`config.mk`:
```
export PLATFORM = sky130hd
export DESIGN_NAME = ltal_alert
export DESIGN_NICKNAME = d
export VERILOG_FILES = /design/src/design/ltal_alert.v
export VERILOG_INCLUDE_DIRS = /design/src /design/src/design
export SDC_FILE = /design/constraint.sdc
export NUM_CORES = 1
export LEC_CHECK = 0
export ABC_AREA = 1
export BUFFER_PORTS_ARGS = -buffer_cell sky130_fd_sc_hd__buf_2
export CAP_MARGIN = 20
export CORE_MARGIN = 2
export CORE_UTILIZATION = 40
export CTS_CLUSTER_SIZE = 28
export DETAILED_ROUTE_END_ITERATION = 10
export GPL_ROUTABILITY_DRIVEN = 0
export PLACE_DENSITY_LB_ADDON = 0.12
export SETUP_SLACK_MARGIN = 0.05
export SYNTH_ARGS = -nofsm -noshare
export SYNTH_HDL_FRONTEND = slang
export SYNTH_SLANG_ARGS = --single-unit
```
`constraint.sdc`:
```
create_clock -name clk -period 2.8 [get_ports clk]
set_input_delay 0.28 -clock clk [delete_from_list [all_inputs] [get_ports clk]]
set_output_delay 0.28 -clock clk [all_outputs]
set_load 0.005 [all_outputs]
```
`src/design/ltal_consts.vh`:
```
// ltal_consts.vh: constants for the light threshold alert logic
// assumes inclusion by design files that use these names; definitions only
`ifndef LTAL_CONSTS_VH
`define LTAL_CONSTS_VH

// register offsets on the plain register port
`define LTAL_ADDR_W 4
`define LTAL_OFS_CONFIG 4'h0
`define LTAL_OFS_HIGH_LIMIT 4'h1
`define LTAL_OFS_LOW_LIMIT 4'h2
`define LTAL_OFS_IRQ_STATUS 4'h3
`define LTAL_OFS_IRQ_CLEAR 4'h4
`define LTAL_OFS_IRQ_ENABLE 4'h5
`define LTAL_OFS_RESULT 4'h6

// configuration field positions
`define LTAL_CFG_FAULT_LSB 0
`define LTAL_CFG_FAULT_MSB 1
`define LTAL_CFG_SENSE_BIT 3
`define LTAL_CFG_LATCH_BIT 4
`define LTAL_CFG_CRDY_BIT 7
`define LTAL_CFG_FLOW_BIT 5
`define LTAL_CFG_FHIGH_BIT 6
`define LTAL_CFG_MODE_LSB 9
`define LTAL_CFG_MODE_MSB 10
`define LTAL_CFG_RESET 16'h0010
`define LTAL_MODE_SHUTDOWN 2'h0

// end-of-conversion marker in the low limit top bits
`define LTAL_EOC_CODE 2'h3

// interrupt status bit positions
`define LTAL_IRQ_HIGH 0
`define LTAL_IRQ_LOW 1
`define LTAL_IRQ_DONE 2
`define LTAL_IRQ_W 3

`endif

```
`src/design/ltal_alert.v`:
```
// ltal_alert.v: threshold comparison, fault counting, flags and alert pin
// assumes conversion results arrive as a one-cycle strobe on clk and that
// the alert response completion arrives on its own pin from the serial side
// and that an external pull-up sets the alert line level when released
`timescale 1ns/100ps
`include "ltal_consts.vh"

module ltal_alert #(
  parameter DATA_W = 16
)
(
  input wire clk,
  input wire reset,
  input wire [`LTAL_ADDR_W-1:0] reg_addr,
  input wire [15:0] reg_wdata,
  input wire reg_write,
  input wire reg_read,
  output reg [15:0] reg_rdata,
  input wire conv_done,
  input wire [DATA_W-1:0] conv_result,
  input wire alert_resp_pin,
  output wire alert_pin_out,
  output wire alert_pin_oe,
  input wire alert_pin_in,
  output wire irq
);

  ////////////////////////////////////////////////////////////////////////
  // configuration and limits
  reg [15:0] config_bits;
  reg [DATA_W-1:0] high_limit;
  reg [DATA_W-1:0] low_limit;
  reg [DATA_W-1:0] last_result;
  reg flag_high;
  reg flag_low;
  reg conv_ready;
  reg alert_active;
  reg [`LTAL_IRQ_W-1:0] irq_status;
  reg [`LTAL_IRQ_W-1:0] irq_enable;
  reg resp_meta;
  reg resp_sync;
  reg resp_prev;
  reg pin_meta;
  reg pin_sync;

  wire latch_mode = config_bits[`LTAL_CFG_LATCH_BIT];
  wire sense_sel = config_bits[`LTAL_CFG_SENSE_BIT];
  wire [1:0] fault_sel = config_bits[`LTAL_CFG_FAULT_MSB:`LTAL_CFG_FAULT_LSB];
  wire [1:0] exponent_top_bits = low_limit[DATA_W-1:DATA_W-2];
  wire eoc_mode = (exponent_top_bits == `LTAL_EOC_CODE);

  wire cfg_sel = (reg_addr == `LTAL_OFS_CONFIG);
  wire cfg_read = reg_read && cfg_sel;
  wire cfg_write = reg_write && cfg_sel;
  wire [1:0] wr_mode = reg_wdata[`LTAL_CFG_MODE_MSB:`LTAL_CFG_MODE_LSB];
  wire wr_run = (wr_mode != `LTAL_MODE_SHUTDOWN);

  // fault count field: 0,1,2,3 select 1,2,4,8 consecutive conversions
  reg [3:0] need;
  always @*
  begin
    case (fault_sel)
      2'h0: need = 4'h1;
      2'h1: need = 4'h2;
      2'h2: need = 4'h4;
      default: need = 4'h8;
    endcase
  end

  // run counters saturate at 15, so a fault that persists fires again
  // on every later conversion instead of wrapping back to a pass
  reg [3:0] high_run;
  reg [3:0] low_run;
  reg [3:0] next_high_run;
  reg [3:0] next_low_run;
  wire above = conv_result > high_limit;
  wire below = conv_result < low_limit;
  always @*
  begin
    next_high_run = 4'h0;
    next_low_run = 4'h0;
    if (above)
      next_high_run = (high_run == 4'hf) ? high_run : high_run + 4'h1;
    if (below)
      next_low_run = (low_run == 4'hf) ? low_run : low_run + 4'h1;
  end
  wire high_hit = conv_done && above && (next_high_run >= need);
  wire low_hit = conv_done && below && (next_low_run >= need);

  // alert response edge; first sync stage read by the second only
  wire resp_event = resp_sync && !resp_prev;
  wire resp_take = resp_event && latch_mode;

  // status clear requests from config accesses
  // reads and non-shutdown writes drop ready in every mode
  wire ready_clear = cfg_read || (cfg_write && wr_run);
  // only latched mode lets a read wipe the flags; this term wipes the alert with them
  wire flag_clear = latch_mode && cfg_read;
  // transparent end-of-conversion drops the alert on read or run write
  wire eoc_clear = eoc_mode && !latch_mode && (cfg_read || (cfg_write && wr_run));

  ////////////////////////////////////////////////////////////////////////
  // synchronisers for pins from outside the clock domain
  // both pins are asynchronous, so two stages come before any decode
  always @(posedge clk)
  begin
    if (reset)
    begin
      resp_meta <= 1'b0;
      resp_sync <= 1'b0;
      resp_prev <= 1'b0;
      pin_meta <= 1'b1;
      pin_sync <= 1'b1;
    end
    else
    begin
      resp_meta <= alert_resp_pin;
      resp_sync <= resp_meta;
      resp_prev <= resp_sync;
      pin_meta <= alert_pin_in;
      pin_sync <= pin_meta;
    end
  end

  ////////////////////////////////////////////////////////////////////////
  // consecutive fault counters, one per direction
  always @(posedge clk)
  begin
    if (reset)
    begin
      high_run <= 4'h0;
      low_run <= 4'h0;
      last_result <= {DATA_W{1'b0}};
    end
    else if (conv_done)
    begin
      high_run <= next_high_run;
      low_run <= next_low_run;
      last_result <= conv_result;
    end
  end

  ////////////////////////////////////////////////////////////////////////
  // registers written by software
  // limits apply from the next conversion; past runs are not judged again
  always @(posedge clk)
  begin
    if (reset)
    begin
      config_bits <= `LTAL_CFG_RESET;
      high_limit <= {DATA_W{1'b1}};
      low_limit <= {DATA_W{1'b0}};
      irq_enable <= {`LTAL_IRQ_W{1'b0}};
    end
    else if (reg_write)
    begin
      case (reg_addr)
        `LTAL_OFS_CONFIG: config_bits <= reg_wdata;
        `LTAL_OFS_HIGH_LIMIT: high_limit <= reg_wdata[DATA_W-1:0];
        `LTAL_OFS_LOW_LIMIT: low_limit <= reg_wdata[DATA_W-1:0];
        `LTAL_OFS_IRQ_ENABLE: irq_enable <= reg_wdata[`LTAL_IRQ_W-1:0];
        default: irq_enable <= irq_enable;
      endcase
    end
  end

  ////////////////////////////////////////////////////////////////////////
  // flags, conversion ready and alert state; set wins over clear
  always @(posedge clk)
  begin
    if (reset)
    begin
      flag_high <= 1'b0;
      flag_low <= 1'b0;
      conv_ready <= 1'b0;
      alert_active <= 1'b0;
    end
    else
    begin
      // clears first, so a conversion in the same cycle overrides them
      if (ready_clear)
        conv_ready <= 1'b0;
      if (flag_clear)
      begin
        flag_high <= 1'b0;
        flag_low <= 1'b0;
        alert_active <= 1'b0;
      end
      if (resp_take || eoc_clear)
        alert_active <= 1'b0;
      // conversion outcomes; shutdown writes touch nothing here
      if (conv_done)
      begin
        conv_ready <= 1'b1;
        if (eoc_mode)
          alert_active <= 1'b1;
        // latched mode only ever sets here; reads and the alert response do the clearing
        if (latch_mode)
        begin
          if (high_hit)
          begin
            flag_high <= 1'b1;
            alert_active <= 1'b1;
          end
          if (low_hit)
          begin
            flag_low <= 1'b1;
            alert_active <= 1'b1;
          end
        end
        else
        begin
          if (high_hit)
          begin
            flag_high <= 1'b1;
            flag_low <= 1'b0;
            alert_active <= 1'b1;
          end
          else if (low_hit)
          begin
            flag_low <= 1'b1;
            flag_high <= 1'b0;
            alert_active <= eoc_mode;
          end
        end
      end
    end
  end

  ////////////////////////////////////////////////////////////////////////
  // interrupt status: sticky, write-one-to-clear, set wins
  wire [`LTAL_IRQ_W-1:0] irq_set = {conv_done, low_hit, high_hit};
  wire [`LTAL_IRQ_W-1:0] irq_clr = (reg_write && reg_addr == `LTAL_OFS_IRQ_CLEAR) ?
    reg_wdata[`LTAL_IRQ_W-1:0] : {`LTAL_IRQ_W{1'b0}};
  genvar gi;
  generate
    for (gi = 0; gi < `LTAL_IRQ_W; gi = gi + 1)
    begin : g_irq
      always @(posedge clk)
      begin
        if (reset)
          irq_status[gi] <= 1'b0;
        else if (irq_set[gi])
          irq_status[gi] <= 1'b1;
        else if (irq_clr[gi])
          irq_status[gi] <= 1'b0;
      end
    end
  endgenerate
  // level output: drops once software clears or masks the bit
  assign irq = |(irq_status & irq_enable);

  ////////////////////////////////////////////////////////////////////////
  // read data, one cycle after the strobe; config shows pre-clear status
  // idle cycles return zero so stale data never lingers on the port
  always @(posedge clk)
  begin
    if (reset)
      reg_rdata <= 16'h0000;
    else if (reg_read)
    begin
      case (reg_addr)
        `LTAL_OFS_CONFIG: reg_rdata <= {config_bits[15:8], conv_ready, flag_high,
          flag_low, config_bits[4:0]};
        `LTAL_OFS_HIGH_LIMIT: reg_rdata <= high_limit;
        `LTAL_OFS_LOW_LIMIT: reg_rdata <= low_limit;
        `LTAL_OFS_IRQ_STATUS: reg_rdata <= {13'h0000, irq_status};
        `LTAL_OFS_IRQ_ENABLE: reg_rdata <= {13'h0000, irq_enable};
        `LTAL_OFS_RESULT: reg_rdata <= {pin_sync, last_result[14:0]};
        default: reg_rdata <= 16'h0000;
      endcase
    end
    else
      reg_rdata <= 16'h0000;
  end

  // open-drain pin: pull low when active and sense 0, or inactive and sense 1
  // the released level itself comes from the pull-up outside
  assign alert_pin_oe = alert_active ^ sense_sel;
  assign alert_pin_out = 1'b0;

endmodule

```
* Word level (Yosys, flattened, before mapping)
Cells that the tools add are included.
Widths: inputs -> output; s select.
** Cells by class
- Add/sub/neg operators :: 2
- Order comparisons :: 4
- Equality and inequality tests :: 11
- Multiplexer cells :: 35
- Bitwise logic cells :: 3
- Reduce and logical (&&, ||, !) cells :: 30
** Operator list (count)
- $pmux 16 s6 :: 1
- $mux 1 :: 28
- $gt 16x16->1 :: 1
- $lt 16x16->1 :: 1
- $mux 4 :: 4
- $logic_and 1x1->1 :: 13
- $eq 4x3->1 const B :: 3
- $pmux 4 s3 :: 1
- $reduce_bool 2->1 :: 5
- $add 4x1->4 const B :: 2
- $eq 4x2->1 const B :: 2
- $eq 4x4->1 const B :: 2
- $ge 4x4->1 :: 2
- $reduce_and 2->1 :: 4
- $eq 2x2->1 const B :: 2
- $eq 4x1->1 const B :: 1
- $logic_not 4->1 :: 1
- $and 3x3->3 :: 1
- $mux 3 :: 1
- $reduce_or 3->1 :: 1
- $eq 2x1->1 const B :: 1
- $logic_not 1->1 :: 2
- $logic_not 2->1 :: 1
- $logic_or 1x1->1 :: 2
- other kinds (3) :: 3
** Word-level totals
- Flip-flop bits (word level) :: 102
- Input bits :: 43
- Output and inout port bits :: 19

* Longest topological paths before layout
Gate-level depths: netlist (run 1).
- Depth in word-level cells :: 12
- Gate-level depth with buffers :: 24
- Gate-level depth less buffers :: 24

* Worst setup path after synthesis (run 1)
No wires, ideal clock.
- Path type :: reg-to-reg
- Start point :: register high_limit[3]
- End point :: register alert_active
- Arrival time :: 2299 ps
- Required time :: 2669 ps
- Slack :: 371 ps
- Cell stages (with the launch flop) :: 25
- Buffers on the path :: 0
- Clock period less this slack :: 2429 ps
- Cells stage by stage :: dfxtp_1 > inv_1 > ha_1 > nand2_1 > inv_1 > nand3_1 > nand3_1 > nand2_1 > nand2_1 > nand2_1 > a21boi_2 > inv_2 > or2_1 > inv_1 > ha_1 > inv_1 > o21bai_1 > nand3_1 > nand3_1 > nand2_1 > inv_1 > nand3_1 > nand3_1 > nand2_1 > a21oi_2
** On the way
- Cells in the longest elaborated chain, start to end :: 8
- Elaborated cells between the ends (all ways) :: 10
- Those cells by class :: order compare (2); mux (6); reduce/logical (2)
** RTL lines
- start: declaration :: RTL line ltal_alert.v:31 : reg [DATA_W-1:0] high_limit;
- start signal: assignment :: RTL line ltal_alert.v:151 : high_limit <= {DATA_W{1'b1}};
- start signal: assignment :: RTL line ltal_alert.v:159 : `LTAL_OFS_HIGH_LIMIT: high_limit <= reg_wdata[DATA_W-1:0];
- $gt 16x16->1 (*) :: RTL line ltal_alert.v:76 : wire above = conv_result > high_limit;
- $mux 4 (*) :: RTL line ltal_alert.v:82 : if (above)
- named net next_high_run[1] :: RTL line ltal_alert.v:74 : reg [3:0] next_high_run;
- $ge 4x4->1 (*) :: RTL line ltal_alert.v:87 : wire high_hit = conv_done && above && (next_high_run >= need);
- $logic_and 1x1->1 (*) :: RTL line ltal_alert.v:87
- $mux 1 :: RTL line ltal_alert.v:200 : if (high_hit)
- $mux 1 :: RTL line ltal_alert.v:205 : if (low_hit)
- $mux 1 (*) :: RTL line ltal_alert.v:198 : if (latch_mode)
- $mux 1 (*) :: RTL line ltal_alert.v:192 : if (conv_done)
- end signal: assignment :: RTL line ltal_alert.v:223 : alert_active <= eoc_mode;
- end: declaration :: RTL line ltal_alert.v:37 : reg alert_active;
The timed path passes the listed nets; every way through them passes the cells marked *.
A chain may end at the register's enable or synchronous reset.

* Final worst setup path (run 1)
- Start point :: register high_limit[15]
- End point :: register alert_active
The elaborated chain is that of the path after synthesis.

==> results of run 1 <==
sequential cells by signal, summed over array words and instances (netlist names), 3 cells and up:
name         count
last_result     15
low_run          4
reg_rdata       16
config_bits     13
high_run         4
low_limit       16
irq_enable       3
high_limit      16
irq_status       3
final cells by class:
class | count | share of cell area
Clock buffer | 9 | 0.0378
Clock inverter | 7 | 0.0235
Inverter | 93 | 0.0585
Multi-Input combinational cell | 420 | 0.443
Sequential cell | 99 | 0.333
Tap cell | 147 | 0.0308
Timing Repair Buffer | 78 | 0.0730
logic make-up (layout without fill, tap and decap cells):
kind of cell    Yosys count  count (layout)
xor+xnor                  3               3
flops                    99              99
fa+ha+maj                41              41
other cells               1               1
buf+inv                 117             187
simple gates            191             191
mux                       2               2
compound gates          182             182
worst min path at each step:
stage                           endpoint  slack (ns)  depth (start not counted)
finish               pin_meta$_SDFF_PP1_        0.11                          2
global route         pin_meta$_SDFF_PP1_        0.12                          2
CTS                  pin_meta$_SDFF_PP1_        0.10                          2
detailed placement  resp_sync$_SDFF_PP0_        0.40                          2
global placement    resp_sync$_SDFF_PP0_        0.40                          2
floorplan            pin_meta$_SDFF_PP1_        0.38                          1
cells in the mapped netlist, types with 3 or more instances:
cell and instances:
sky130_fd_sc_hd__nand4_1 6, sky130_fd_sc_hd__buf_4 3, sky130_fd_sc_hd__nand3_1 25, sky130_fd_sc_hd__a21oi_1 72, sky130_fd_sc_hd__o22ai_1 14, sky130_fd_sc_hd__nand2_1 98
sky130_fd_sc_hd__a221oi_1 14, sky130_fd_sc_hd__clkbuf_1 15, sky130_fd_sc_hd__o211ai_1 15, sky130_fd_sc_hd__xor2_1 3, sky130_fd_sc_hd__dfxtp_1 99, sky130_fd_sc_hd__inv_2 7
sky130_fd_sc_hd__nor2_2 4, sky130_fd_sc_hd__nor2_1 46, sky130_fd_sc_hd__buf_2 5, sky130_fd_sc_hd__inv_1 84, sky130_fd_sc_hd__ha_1 41, sky130_fd_sc_hd__o21ai_0 57
where the power goes:
part           internal, mW  switching [mW]
Sequential             1.45          0.0231
Combinational         0.131           0.220
Clock                 0.962           0.568
Total                  2.55           0.811
per-stage QoR:
step,setup TNS (ns),instances,hold WS [ns],worst slack (ns)
floorplan,0,636,0.384,0.371
detailed placement,-0.100,831,0.395,-0.0511
finish,0,853,0.109,0.0872
CTS,0,847,0.101,0.0543
global placement,-0.100,831,0.400,-0.0581
global route,-0.190,853,0.122,-0.0825
per-layer routing:
metal	part of all wire	GRT usage	vias to the layer above	wire length (um)
li1	-	-	2279	-
met1	0.47	0.293	2062	6620
met2	0.47	0.359	117	6570
met3	0.040	0.0275	21	561
met4	0.025	0.0967	0	359
met5	0	0	-	0
worst reg2reg max path, delay by kind of cell (launching register included):
kind | cells | cell delay (ns)
buf+inv | 5 | 0.26
simple gates | 10 | 1.22
fa+ha+maj | 2 | 0.40
compound gates | 3 | 0.42
flops | 1 | 0.34
what timing repair did:
item,CTS,global route
resized for setup,9,42
pin swaps,3,16
setup buffers,0,6
endpoints found under the setup margin,2,5
==> flow_metrics.py, run 1 <==
metrics = {
    "routing": {
        "first_iter_violations": 281,
        "detailedRoute.firstPassIterationCount": 5,
        "routed_via_density": 5.25,
        "wl_per_cell_um": 16.5,
        "count_of_antenna_violating_nets_left_after_detailed_routing": 0,
        "drc_errors": 0,
        "via_count": 4479,
        "wl_um": 14100,
    },
    "setup_path": {
        "worst-path-max-fanout": 4,
        "worst_path_dominant_cell_family": "simple AND/OR/NAND/NOR gates",
        "crit_path_start_kind": "flip-flop",
        "cp.required_ns": 3.09,
        "crit_type": "reg2reg",
        "worst-path-stages": 20,
        "reg2reg_depth": 20,
        "critical_path.max_stage_delay_ns": 0.34,
        "worstReg2RegStart": "high_limit[15]$_SDFFE_PP1P_",
        "worst-endpoint-arrival_ns": 3.00,
        "series_of_cell_instances_along_the_critical_path": "inv_2 -> ha_4 -> nand4_1 -> nor2_4 -> nand2_2 -> a21boi_4 -> inv_2 -> or2_4 -> inv_2 -> ha_4 -> inv_2 -> o21bai_1 -> nand3_1 -> nand3_1 -> nand2_1 -> inv_1 -> nand3_2 -> nand3_2 -> nand2_2 -> a21oi_2",
        "worst-path-buf-inv": 5,
        "setup.worst_path.end_class": "flip-flop",
        "crit_end": "alert_active$_SDFF_PP0_",
        "worst_setup_path_startpoint": "high_limit[15]$_SDFFE_PP1P_",
        "cp_slowest_cell": "sky130_fd_sc_hd__dfxtp_2",
        "setup.reg_to_reg.worst_slack_ns": 0.09,
        "regToRegEndpoint": "alert_active$_SDFF_PP0_",
        "worst_path_most_repeated_cell": "sky130_fd_sc_hd__inv_2",
    },
    "cts": {
        "cts-htree-levels": 3,
        "clk_latency_ns": 0.36,
        "numCtsBuffers": 9,
        "path_clk_slew_ns": 0.07,
        "tritoncts": "done",
        "clk_path_buf_depth": 2,
        "root_buffer_cell": "sky130_fd_sc_hd__clkbuf_16",
        "clock_sink_count": 99,
        "ctsHoldBuffers": 0,
    },
    "layout": {
        "fin_util": 0.499,
        "nFillCells": 1189,
        "drive_gt1_frac": 0.225,
        "layout_commonest_cell": "sky130_fd_sc_hd__dfxtp_1",
        "design_area_sq_um": 5960,
        "multi_input_area_sq_um": 2640,
        "mostFrequentLayoutCells": "sky130_fd_sc_hd__dfxtp_1 (95), sky130_fd_sc_hd__nand2_1 (90), sky130_fd_sc_hd__inv_1 (75), sky130_fd_sc_hd__a21oi_1 (69), sky130_fd_sc_hd__buf_2 (60)",
        "seq_area_sq_um": 1990,
        "finish.net_count": 785,
        "num_antenna_cells": 0,
        "areaGrowthSynthToFinish_pct": 22.1,
    },
    "synthesis": {
        "syn_inst": 636,
        "synth_enable_flop_cells": 0,
        "synth_top_family_by_area": "compound AO/OA/AOI/OAI gates",
        "synth.distinct_cells": 38,
        "synth_sequential_area_ratio": 0.406,
        "ys_seq_elements": 99,
        "netlist_area_sq_um": 4880,
        "asyncSetResetFlopFracSynth": 0,
        "postSynthAreaPerCell_sq_um": 7.68,
        "post_synth_fa_ha_maj_area_fraction": 0.105,
        "compound_gate_fraction_of_synth_area": 0.214,
        "yosysWarnings": 0,
        "synth_nets": 720,
        "leading_cell_types_by_total_area_after_synthesis": "sky130_fd_sc_hd__dfxtp_1 (41%), sky130_fd_sc_hd__ha_1 (11%), sky130_fd_sc_hd__nand2_1 (7.5%)",
        "synth_xor_area_frac": 0.00538,
        "ys.flop_type": "sky130_fd_sc_hd__dfxtp_1",
        "share_of_the_synthesized_area_in_the_top_cell_type": 0.406,
        "synthMuxAreaShare": 0.00410,
        "synth_simple_gate_area_frac": 0.170,
        "synthDominantAreaCellType": "sky130_fd_sc_hd__dfxtp_1",
    },
    "global_routing": {
        "grt_pass1_wl_um": 22200,
        "track_usage": 0.220,
        "antenna_found_initial": 0,
        "pin_count_of_the_biggest_net_entering_global_routing": 62,
        "global_route_total_overflow": 0,
        "grt_pass1_vias": 4340,
    },
    "status": {
        "run_status": "finished, final reports clean",
    },
    "floorplan": {
        "effective_utilization_at_floorplan": 0.408,
        "die_h_um": 114,
        "die_width_um": 114,
        "ioPinCount": 62,
        "core-area_sq_um": 12000,
        "dieArea_sq_um": 13100,
        "row_count": 40,
    },
    "pwr": {
        "cellLeakagePower_nw": 2.63,
        "vdd_drop_max_mv": 0.316,
        "power_density_relative_to_cell_area_nw_per_um2": 563,
        "power.total_mw": 3.36,
    },
    "sta": {
        "rsz0062_at_grt": "yes",
        "finalHoldViolations": 0,
        "max_clock_freq_mhz": 369,
        "timing.final.setup_violations": 0,
        "timing.final.crit_share": 0.969,
        "worst_pin_slew_ns": 0.618,
        "slew_viol_final": 0,
        "finalClockSkew_ns": 0.00803,
        "finalCriticalPeriod_ns": 2.71,
        "maxSlewHeadroom": 0.588,
    },
    "placed_design": {
        "buffer_ports.inserted": 60,
        "hpwl_um": 9810,
        "post_dp_cell_area_sq_um": 5340,
    },
    "flow_run": {
        "max_capacitance_violation_count": 0,
    },
    "worst_hold_path": {
        "hold_path_class": "in2reg",
        "timing.hold.worst.start": "alert_pin_in",
    },
}
Note: power is estimated with default switching activity, not from simulation.
==> run 2, diff against run 1 <==
--- a/config.mk
+++ b/config.mk
@@ -11,6 +11,7 @@
 export CAP_MARGIN = 20
 export CORE_MARGIN = 2
 export CORE_UTILIZATION = 40
+export CTS_CLUSTER_DIAMETER = 80
 export CTS_CLUSTER_SIZE = 28
 export DETAILED_ROUTE_END_ITERATION = 10
 export GPL_ROUTABILITY_DRIVEN = 0
==> constraint.sdc (replaced) <==
create_clock -name clk -period 2.6 [get_ports clk]
set_input_delay 0.26 -clock clk [delete_from_list [all_inputs] [get_ports clk]]
set_output_delay 0.26 -clock clk [all_outputs]
set_load 0.005 [all_outputs]
==> run 2 against run 1 <==
The flow now finishes with violations (negative setup slack). Non-clock buffer count is 32 higher. Sequential power is 7% higher. Clock power is 22% lower. Sequential share of layout area is 0.79 points lower. Wire length is 1.1% higher. First-iteration DRC count is 11% higher. Largest cell class unchanged. Largest power group is now registers.
==> flow_metrics.py, run 2 (synthesized netlist as in run 1, its figures left out) <==
metrics = {
    "status": {
        "run_status": "complete, but fails checks",
        "violations_in_the_final_reports": "negative setup slack",
    },
    "layout": {
        "finish.net_count": 817,
        "reg_top3": "high_limit x16, low_limit x16, reg_rdata x16",
        "fin_util": 0.511,
        "drive_gt1_frac": 0.260,
        "num_antenna_cells": 0,
        "layout_commonest_cell": "sky130_fd_sc_hd__dfxtp_1",
        "mostFrequentLayoutCells": "sky130_fd_sc_hd__dfxtp_1 (93), sky130_fd_sc_hd__nand2_1 (92), sky130_fd_sc_hd__inv_1 (76), sky130_fd_sc_hd__a21oi_1 (67), sky130_fd_sc_hd__buf_2 (60)",
        "design_area_sq_um": 6120,
        "areaGrowthSynthToFinish_pct": 25.3,
        "nFillCells": 1206,
    },
    "sta": {
        "slew_viol_final": 0,
        "finalClockSkew_ns": 0.00554,
        "rsz0062_at_grt": "yes",
        "max_clock_freq_mhz": 363,
        "timing.final.setup_violations": 4,
        "timing.final.crit_share": 1.06,
        "finalHoldViolations": 0,
        "fin_tns_setup_ns": -0.608,
        "final.setup.worst_slack_ns": -0.158,
        "maxSlewHeadroom": 0.494,
        "worst_pin_slew_ns": 0.757,
        "finalCriticalPeriod_ns": 2.76,
    },
    "cts": {
        "clock_sink_count": 99,
        "cts-htree-levels": 3,
        "path_clk_slew_ns": 0.07,
        "tritoncts": "done",
        "clk_path_buf_depth": 2,
        "root_buffer_cell": "sky130_fd_sc_hd__clkbuf_16",
        "numCtsBuffers": 9,
        "clk_latency_ns": 0.35,
    },
    "routing": {
        "wl_um": 14300,
        "first_iter_violations": 311,
        "routed_via_density": 5.30,
        "drc_errors": 0,
        "via_count": 4684,
        "detailedRoute.firstPassIterationCount": 5,
        "count_of_antenna_violating_nets_left_after_detailed_routing": 0,
        "wl_per_cell_um": 16.2,
    },
    "setup_path": {
        "cp.required_ns": 2.88,
        "worst_path_most_repeated_cell": "sky130_fd_sc_hd__inv_2",
        "setup.worst_path.end_class": "flip-flop",
        "crit_type": "reg2reg",
        "cp_slowest_cell": "sky130_fd_sc_hd__dfxtp_2",
        "worst-path-max-fanout": 3,
        "worst-endpoint-arrival_ns": 3.04,
        "worst_path_dominant_cell_family": "simple AND/OR/NAND/NOR gates",
        "worst-path-buf-inv": 6,
        "crit_path_start_kind": "flip-flop",
        "series_of_cell_instances_along_the_critical_path": "inv_2 -> ha_4 -> nand4_1 -> a21oi_2 -> nor2_4 -> a21boi_4 -> inv_2 -> or2_4 -> inv_2 -> ha_4 -> inv_2 -> o21bai_1 -> nand3_1 -> nand3_1 -> nand2_1 -> inv_1 -> nand3_2 -> buf_6 -> a21oi_2",
        "critical_path.max_stage_delay_ns": 0.34,
    },
    "pwr": {
        "vdd_drop_max_mv": 0.300,
        "power_density_relative_to_cell_area_nw_per_um2": 520,
        "cellLeakagePower_nw": 2.75,
        "power.total_mw": 3.18,
    },
    "global_routing": {
        "global_route_total_overflow": 0,
        "grt_pass1_wl_um": 22900,
        "pin_count_of_the_biggest_net_entering_global_routing": 62,
        "grt_pass1_vias": 4521,
        "track_usage": 0.226,
        "antenna_found_initial": 0,
    },
    "placed_design": {
        "hpwl_um": 10100,
        "post_dp_cell_area_sq_um": 5610,
        "place_worst_setup_slack_ns": -0.244,
        "buffer_ports.inserted": 60,
    },
    "worst_hold_path": {
        "hold_path_class": "in2reg",
    },
    "floorplan": {
        "die_h_um": 114,
        "effective_utilization_at_floorplan": 0.408,
        "row_count": 40,
        "die_width_um": 114,
        "dieArea_sq_um": 13100,
        "ioPinCount": 62,
        "core-area_sq_um": 12000,
    },
    "flow_run": {
        "max_capacitance_violation_count": 0,
    },
}
-- run 2: timing repair --
item,CTS,global route
endpoints found under the setup margin,5,5
pin swaps,7,13
resized for setup,28,25
setup buffers,3,1
hold buffers,0,0
-- run 2: through the flow --
| step | hold WS (ns) | instances |
|---|---|---|
| 2_1_floorplan | 0.364 | 636 |
| 5_1_grt | 0.108 | 883 |
| 6_report | 0.104 | 883 |
| 4_1_cts | 0.0961 | 882 |
| 3_5_place_dp | 0.397 | 865 |
| 3_3_place_gp | 0.396 | 865 |
-- run 2: worst reg2reg max path, delay by kind of cell, from the launching register on --
kind            cells  cell delay, ns
flops               1            0.34
simple gates        7            0.85
compound gates      4            0.71
fa+ha+maj           2            0.40
buf+inv             6            0.41
-- run 2: final timing paths --
| path | start | end | slack, ns | cells after the start |
|---|---|---|---|---|
| min reg2reg | resp_meta$_SDFF_PP0_ | resp_sync$_SDFF_PP0_ | 0.40 | 2 |
| max | high_limit[15]$_SDFFE_PP1P_ | flag_high$_SDFF_PP0_ | -0.16 | 19 |
| max reg2reg | high_limit[15]$_SDFFE_PP1P_ | flag_high$_SDFF_PP0_ | -0.16 | 19 |
| min | alert_pin_in | pin_meta$_SDFF_PP1_ | 0.10 | 2 |
-- run 2: cell type report --
cell class	instances	area (sq um)	share of cell area
Clock buffer	10	229	0.0374
Clock inverter	4	20.0	0.00327
Multi-Input combinational cell	420	2650	0.434
Timing Repair Buffer	110	692	0.113
Sequential cell	99	1990	0.325
Tap cell	147	184	0.0301
Inverter	93	349	0.0571
-- run 2: per-layer routing --
| layer | wire length, um | GRT usage | vias to the layer above |
|---|---|---|---|
| li1 | - | - | 2333 |
| met3 | 725 | 0.0339 | 21 |
| met2 | 6680 | 0.367 | 138 |
| met4 | 255 | 0.0821 | 0 |
| met5 | 0 | 0 | - |
| met1 | 6600 | 0.305 | 2192 |
-- run 2: power breakdown --
part | total [mW] | switching, mW | leakage [nW] | internal (mW)
logic | 0.396 | 0.240 | 1.82 | 0.156
registers | 1.59 | 0.0256 | 0.805 | 1.57
clock network | 1.19 | 0.562 | 0.128 | 0.632
total | 3.18 | 0.828 | 2.75 | 2.35
==> run 3, diff against run 2 <==
--- a/config.mk
+++ b/config.mk
@@ -17,6 +17,7 @@
 export GPL_ROUTABILITY_DRIVEN = 0
 export PLACE_DENSITY_LB_ADDON = 0.12
 export SETUP_SLACK_MARGIN = 0.05
+export SKIP_LAST_GASP = 1
 export SYNTH_ARGS = -nofsm -noshare
 export SYNTH_HDL_FRONTEND = slang
 export SYNTH_SLANG_ARGS = --single-unit
==> run 3 against run 2 <==
The run still ends with negative setup slack left. Global-route usage did not move. Register-to-register slack got worse by 0.03 ns. Total power barely moved. Worst hold slack barely moved. Utilization barely moved. Worst setup slack got worse by 0.033 ns. Maximum frequency fell by 1.2%. Flip-flop and latch count did not move. First-iteration DRC count fell by 1.9%. Clock power barely moved. Clock skew rose by 0.0016 ns. Die area did not move. Critical endpoint is now flag_low$_SDFF_PP0_.
==> flow_metrics.py, run 3 (synthesized netlist as in run 1, its figures left out) <==
metrics = {
    "status": {
        "run_status": "complete, but fails checks",
        "violations_in_the_final_reports": "negative setup slack",
    },
    "global_routing": {
        "antenna_found_initial": 0,
        "grt_pass1_wl_um": 22900,
        "track_usage": 0.226,
        "grt_pass1_vias": 4521,
        "global_route_total_overflow": 0,
        "pin_count_of_the_biggest_net_entering_global_routing": 62,
    },
    "setup_path": {
        "series_of_cell_instances_along_the_critical_path": "inv_2 -> ha_4 -> nand4_1 -> a21oi_2 -> nor2_4 -> a21boi_4 -> inv_2 -> or2_4 -> inv_2 -> ha_4 -> inv_2 -> o21bai_1 -> nand3_1 -> nand3_1 -> nand2_1 -> inv_1 -> nand3_2 -> o21ai_0 -> a21oi_1",
        "worst_path_most_repeated_cell": "sky130_fd_sc_hd__inv_2",
        "worst-path-buf-inv": 5,
        "cp_slowest_cell": "sky130_fd_sc_hd__dfxtp_2",
        "setup.worst_path.end_class": "flip-flop",
        "setup.reg_to_reg.worst_slack_ns": -0.19,
        "worst-endpoint-arrival_ns": 3.02,
        "worst-path-max-fanout": 3,
        "critical_path.max_stage_delay_ns": 0.34,
        "regToRegEndpoint": "flag_low$_SDFF_PP0_",
        "worstReg2RegStart": "high_limit[15]$_SDFFE_PP1P_",
        "cp.required_ns": 2.83,
        "worst_path_dominant_cell_family": "compound AO/OA/AOI/OAI gates",
        "crit_type": "reg2reg",
        "reg2reg_depth": 19,
        "crit_path_start_kind": "flip-flop",
    },
    "layout": {
        "nFillCells": 1207,
        "design_area_sq_um": 6110,
        "areaGrowthSynthToFinish_pct": 25.2,
        "fin_cells": 883,
        "finish.net_count": 817,
        "num_antenna_cells": 0,
        "drive_gt1_frac": 0.258,
        "mostFrequentLayoutCells": "sky130_fd_sc_hd__nand2_1 (93), sky130_fd_sc_hd__dfxtp_1 (93), sky130_fd_sc_hd__inv_1 (76), sky130_fd_sc_hd__a21oi_1 (67), sky130_fd_sc_hd__buf_2 (60)",
        "reg_top3": "high_limit x16, low_limit x16, reg_rdata x16",
        "fin_util": 0.511,
    },
    "cts": {
        "numCtsBuffers": 9,
        "clk_path_buf_depth": 2,
        "tritoncts": "done",
        "clk_latency_ns": 0.35,
        "clock_sink_count": 99,
        "root_buffer_cell": "sky130_fd_sc_hd__clkbuf_16",
        "ctsHoldBuffers": 0,
        "cts-htree-levels": 3,
        "path_clk_slew_ns": 0.06,
    },
    "routing": {
        "wl_um": 14200,
        "drc_errors": 0,
        "routed_via_density": 5.29,
        "count_of_antenna_violating_nets_left_after_detailed_routing": 0,
        "detailedRoute.firstPassIterationCount": 5,
        "wl_per_cell_um": 16.1,
        "first_iter_violations": 305,
        "via_count": 4668,
    },
    "floorplan": {
        "effective_utilization_at_floorplan": 0.408,
        "die_width_um": 114,
        "row_count": 40,
        "core-area_sq_um": 12000,
        "ioPinCount": 62,
        "die_h_um": 114,
        "dieArea_sq_um": 13100,
    },
    "pwr": {
        "cellLeakagePower_nw": 2.75,
        "power_density_relative_to_cell_area_nw_per_um2": 520,
        "vdd_drop_max_mv": 0.299,
        "power.total_mw": 3.18,
    },
    "sta": {
        "rsz0062_at_grt": "yes",
        "finalClockSkew_ns": 0.00709,
        "maxSlewHeadroom": 0.493,
        "final.setup.worst_slack_ns": -0.191,
        "worst_pin_slew_ns": 0.759,
        "finalCriticalPeriod_ns": 2.79,
        "final.hold.worst_slack_ns": 0.104,
        "max_clock_freq_mhz": 358,
        "slew_viol_final": 0,
        "timing.final.crit_share": 1.07,
        "finalHoldViolations": 0,
        "timing.final.setup_violations": 4,
        "fin_tns_setup_ns": -0.607,
    },
    "worst_hold_path": {
        "holdPathEnd": "pin_meta$_SDFF_PP1_",
        "timing.hold.worst.start": "alert_pin_in",
        "hold-path-cell-count": 2,
        "hold_path_class": "in2reg",
    },
    "placed_design": {
        "numPlacedInstances": 865,
        "place_worst_setup_slack_ns": -0.244,
        "buffer_ports.inserted": 60,
        "hpwl_um": 10100,
        "post_dp_cell_area_sq_um": 5610,
    },
    "flow_run": {
        "max_capacitance_violation_count": 0,
    },
}
## run 3: routing by layer
layer  up-vias  part of all wire  track usage
met2       156              0.47        0.367
met5         -                 0            0
li1       2330                 -            -
met4         0             0.018       0.0821
met3        20             0.053       0.0339
met1      2162              0.46        0.305
## run 3: report_power, final
part / total (mW) / switching [mW] / internal, mW
registers: 1.59 / 0.0256 / 1.57
logic: 0.396 / 0.239 / 0.156
clock network: 1.19 / 0.562 / 0.632
total: 3.18 / 0.827 / 2.35
## run 3: repair_timing
action / 4_1_cts / 5_1_grt
resized for setup: 28 / 23
pin swaps: 7 / 13
buffers inserted: 3 / 1
endpoints found under the setup margin: 5 / 5
## run 3: area by class of cell
cell class	instances	area [sq um]	area share
Sequential cell	99	1990	0.325
Timing Repair Buffer	110	692	0.113
Tap cell	147	184	0.0301
Multi-Input combinational cell	420	2650	0.434
Clock inverter	4	20.0	0.00327
Inverter	93	349	0.0571
Clock buffer	10	229	0.0374
## run 3: worst register-to-register path, delay by kind of cell, from the launching register on
family                   cells  cell delay [ns]
AO/OA/AOI/OAI                5             0.84
AND/OR/NAND/NOR              7             0.84
adder cells (fa/ha/maj)      2             0.40
flip-flops                   1             0.34
buffers and inverters        5             0.27
## run 3: worst max path at each step
stage,from,end,cells past startpoint
4_1_cts,high_limit[14]$_SDFFE_PP1P_,alert_active$_SDFF_PP0_,20
2_1_floorplan,high_limit[3]$_SDFFE_PP1P_,alert_active$_SDFF_PP0_,24
6_report,high_limit[15]$_SDFFE_PP1P_,flag_low$_SDFF_PP0_,19
5_1_grt,high_limit[15]$_SDFFE_PP1P_,flag_low$_SDFF_PP0_,19
3_5_place_dp,high_limit[15]$_SDFFE_PP1P_,flag_high$_SDFF_PP0_,19
3_3_place_gp,conv_result[9],flag_low$_SDFF_PP0_,21
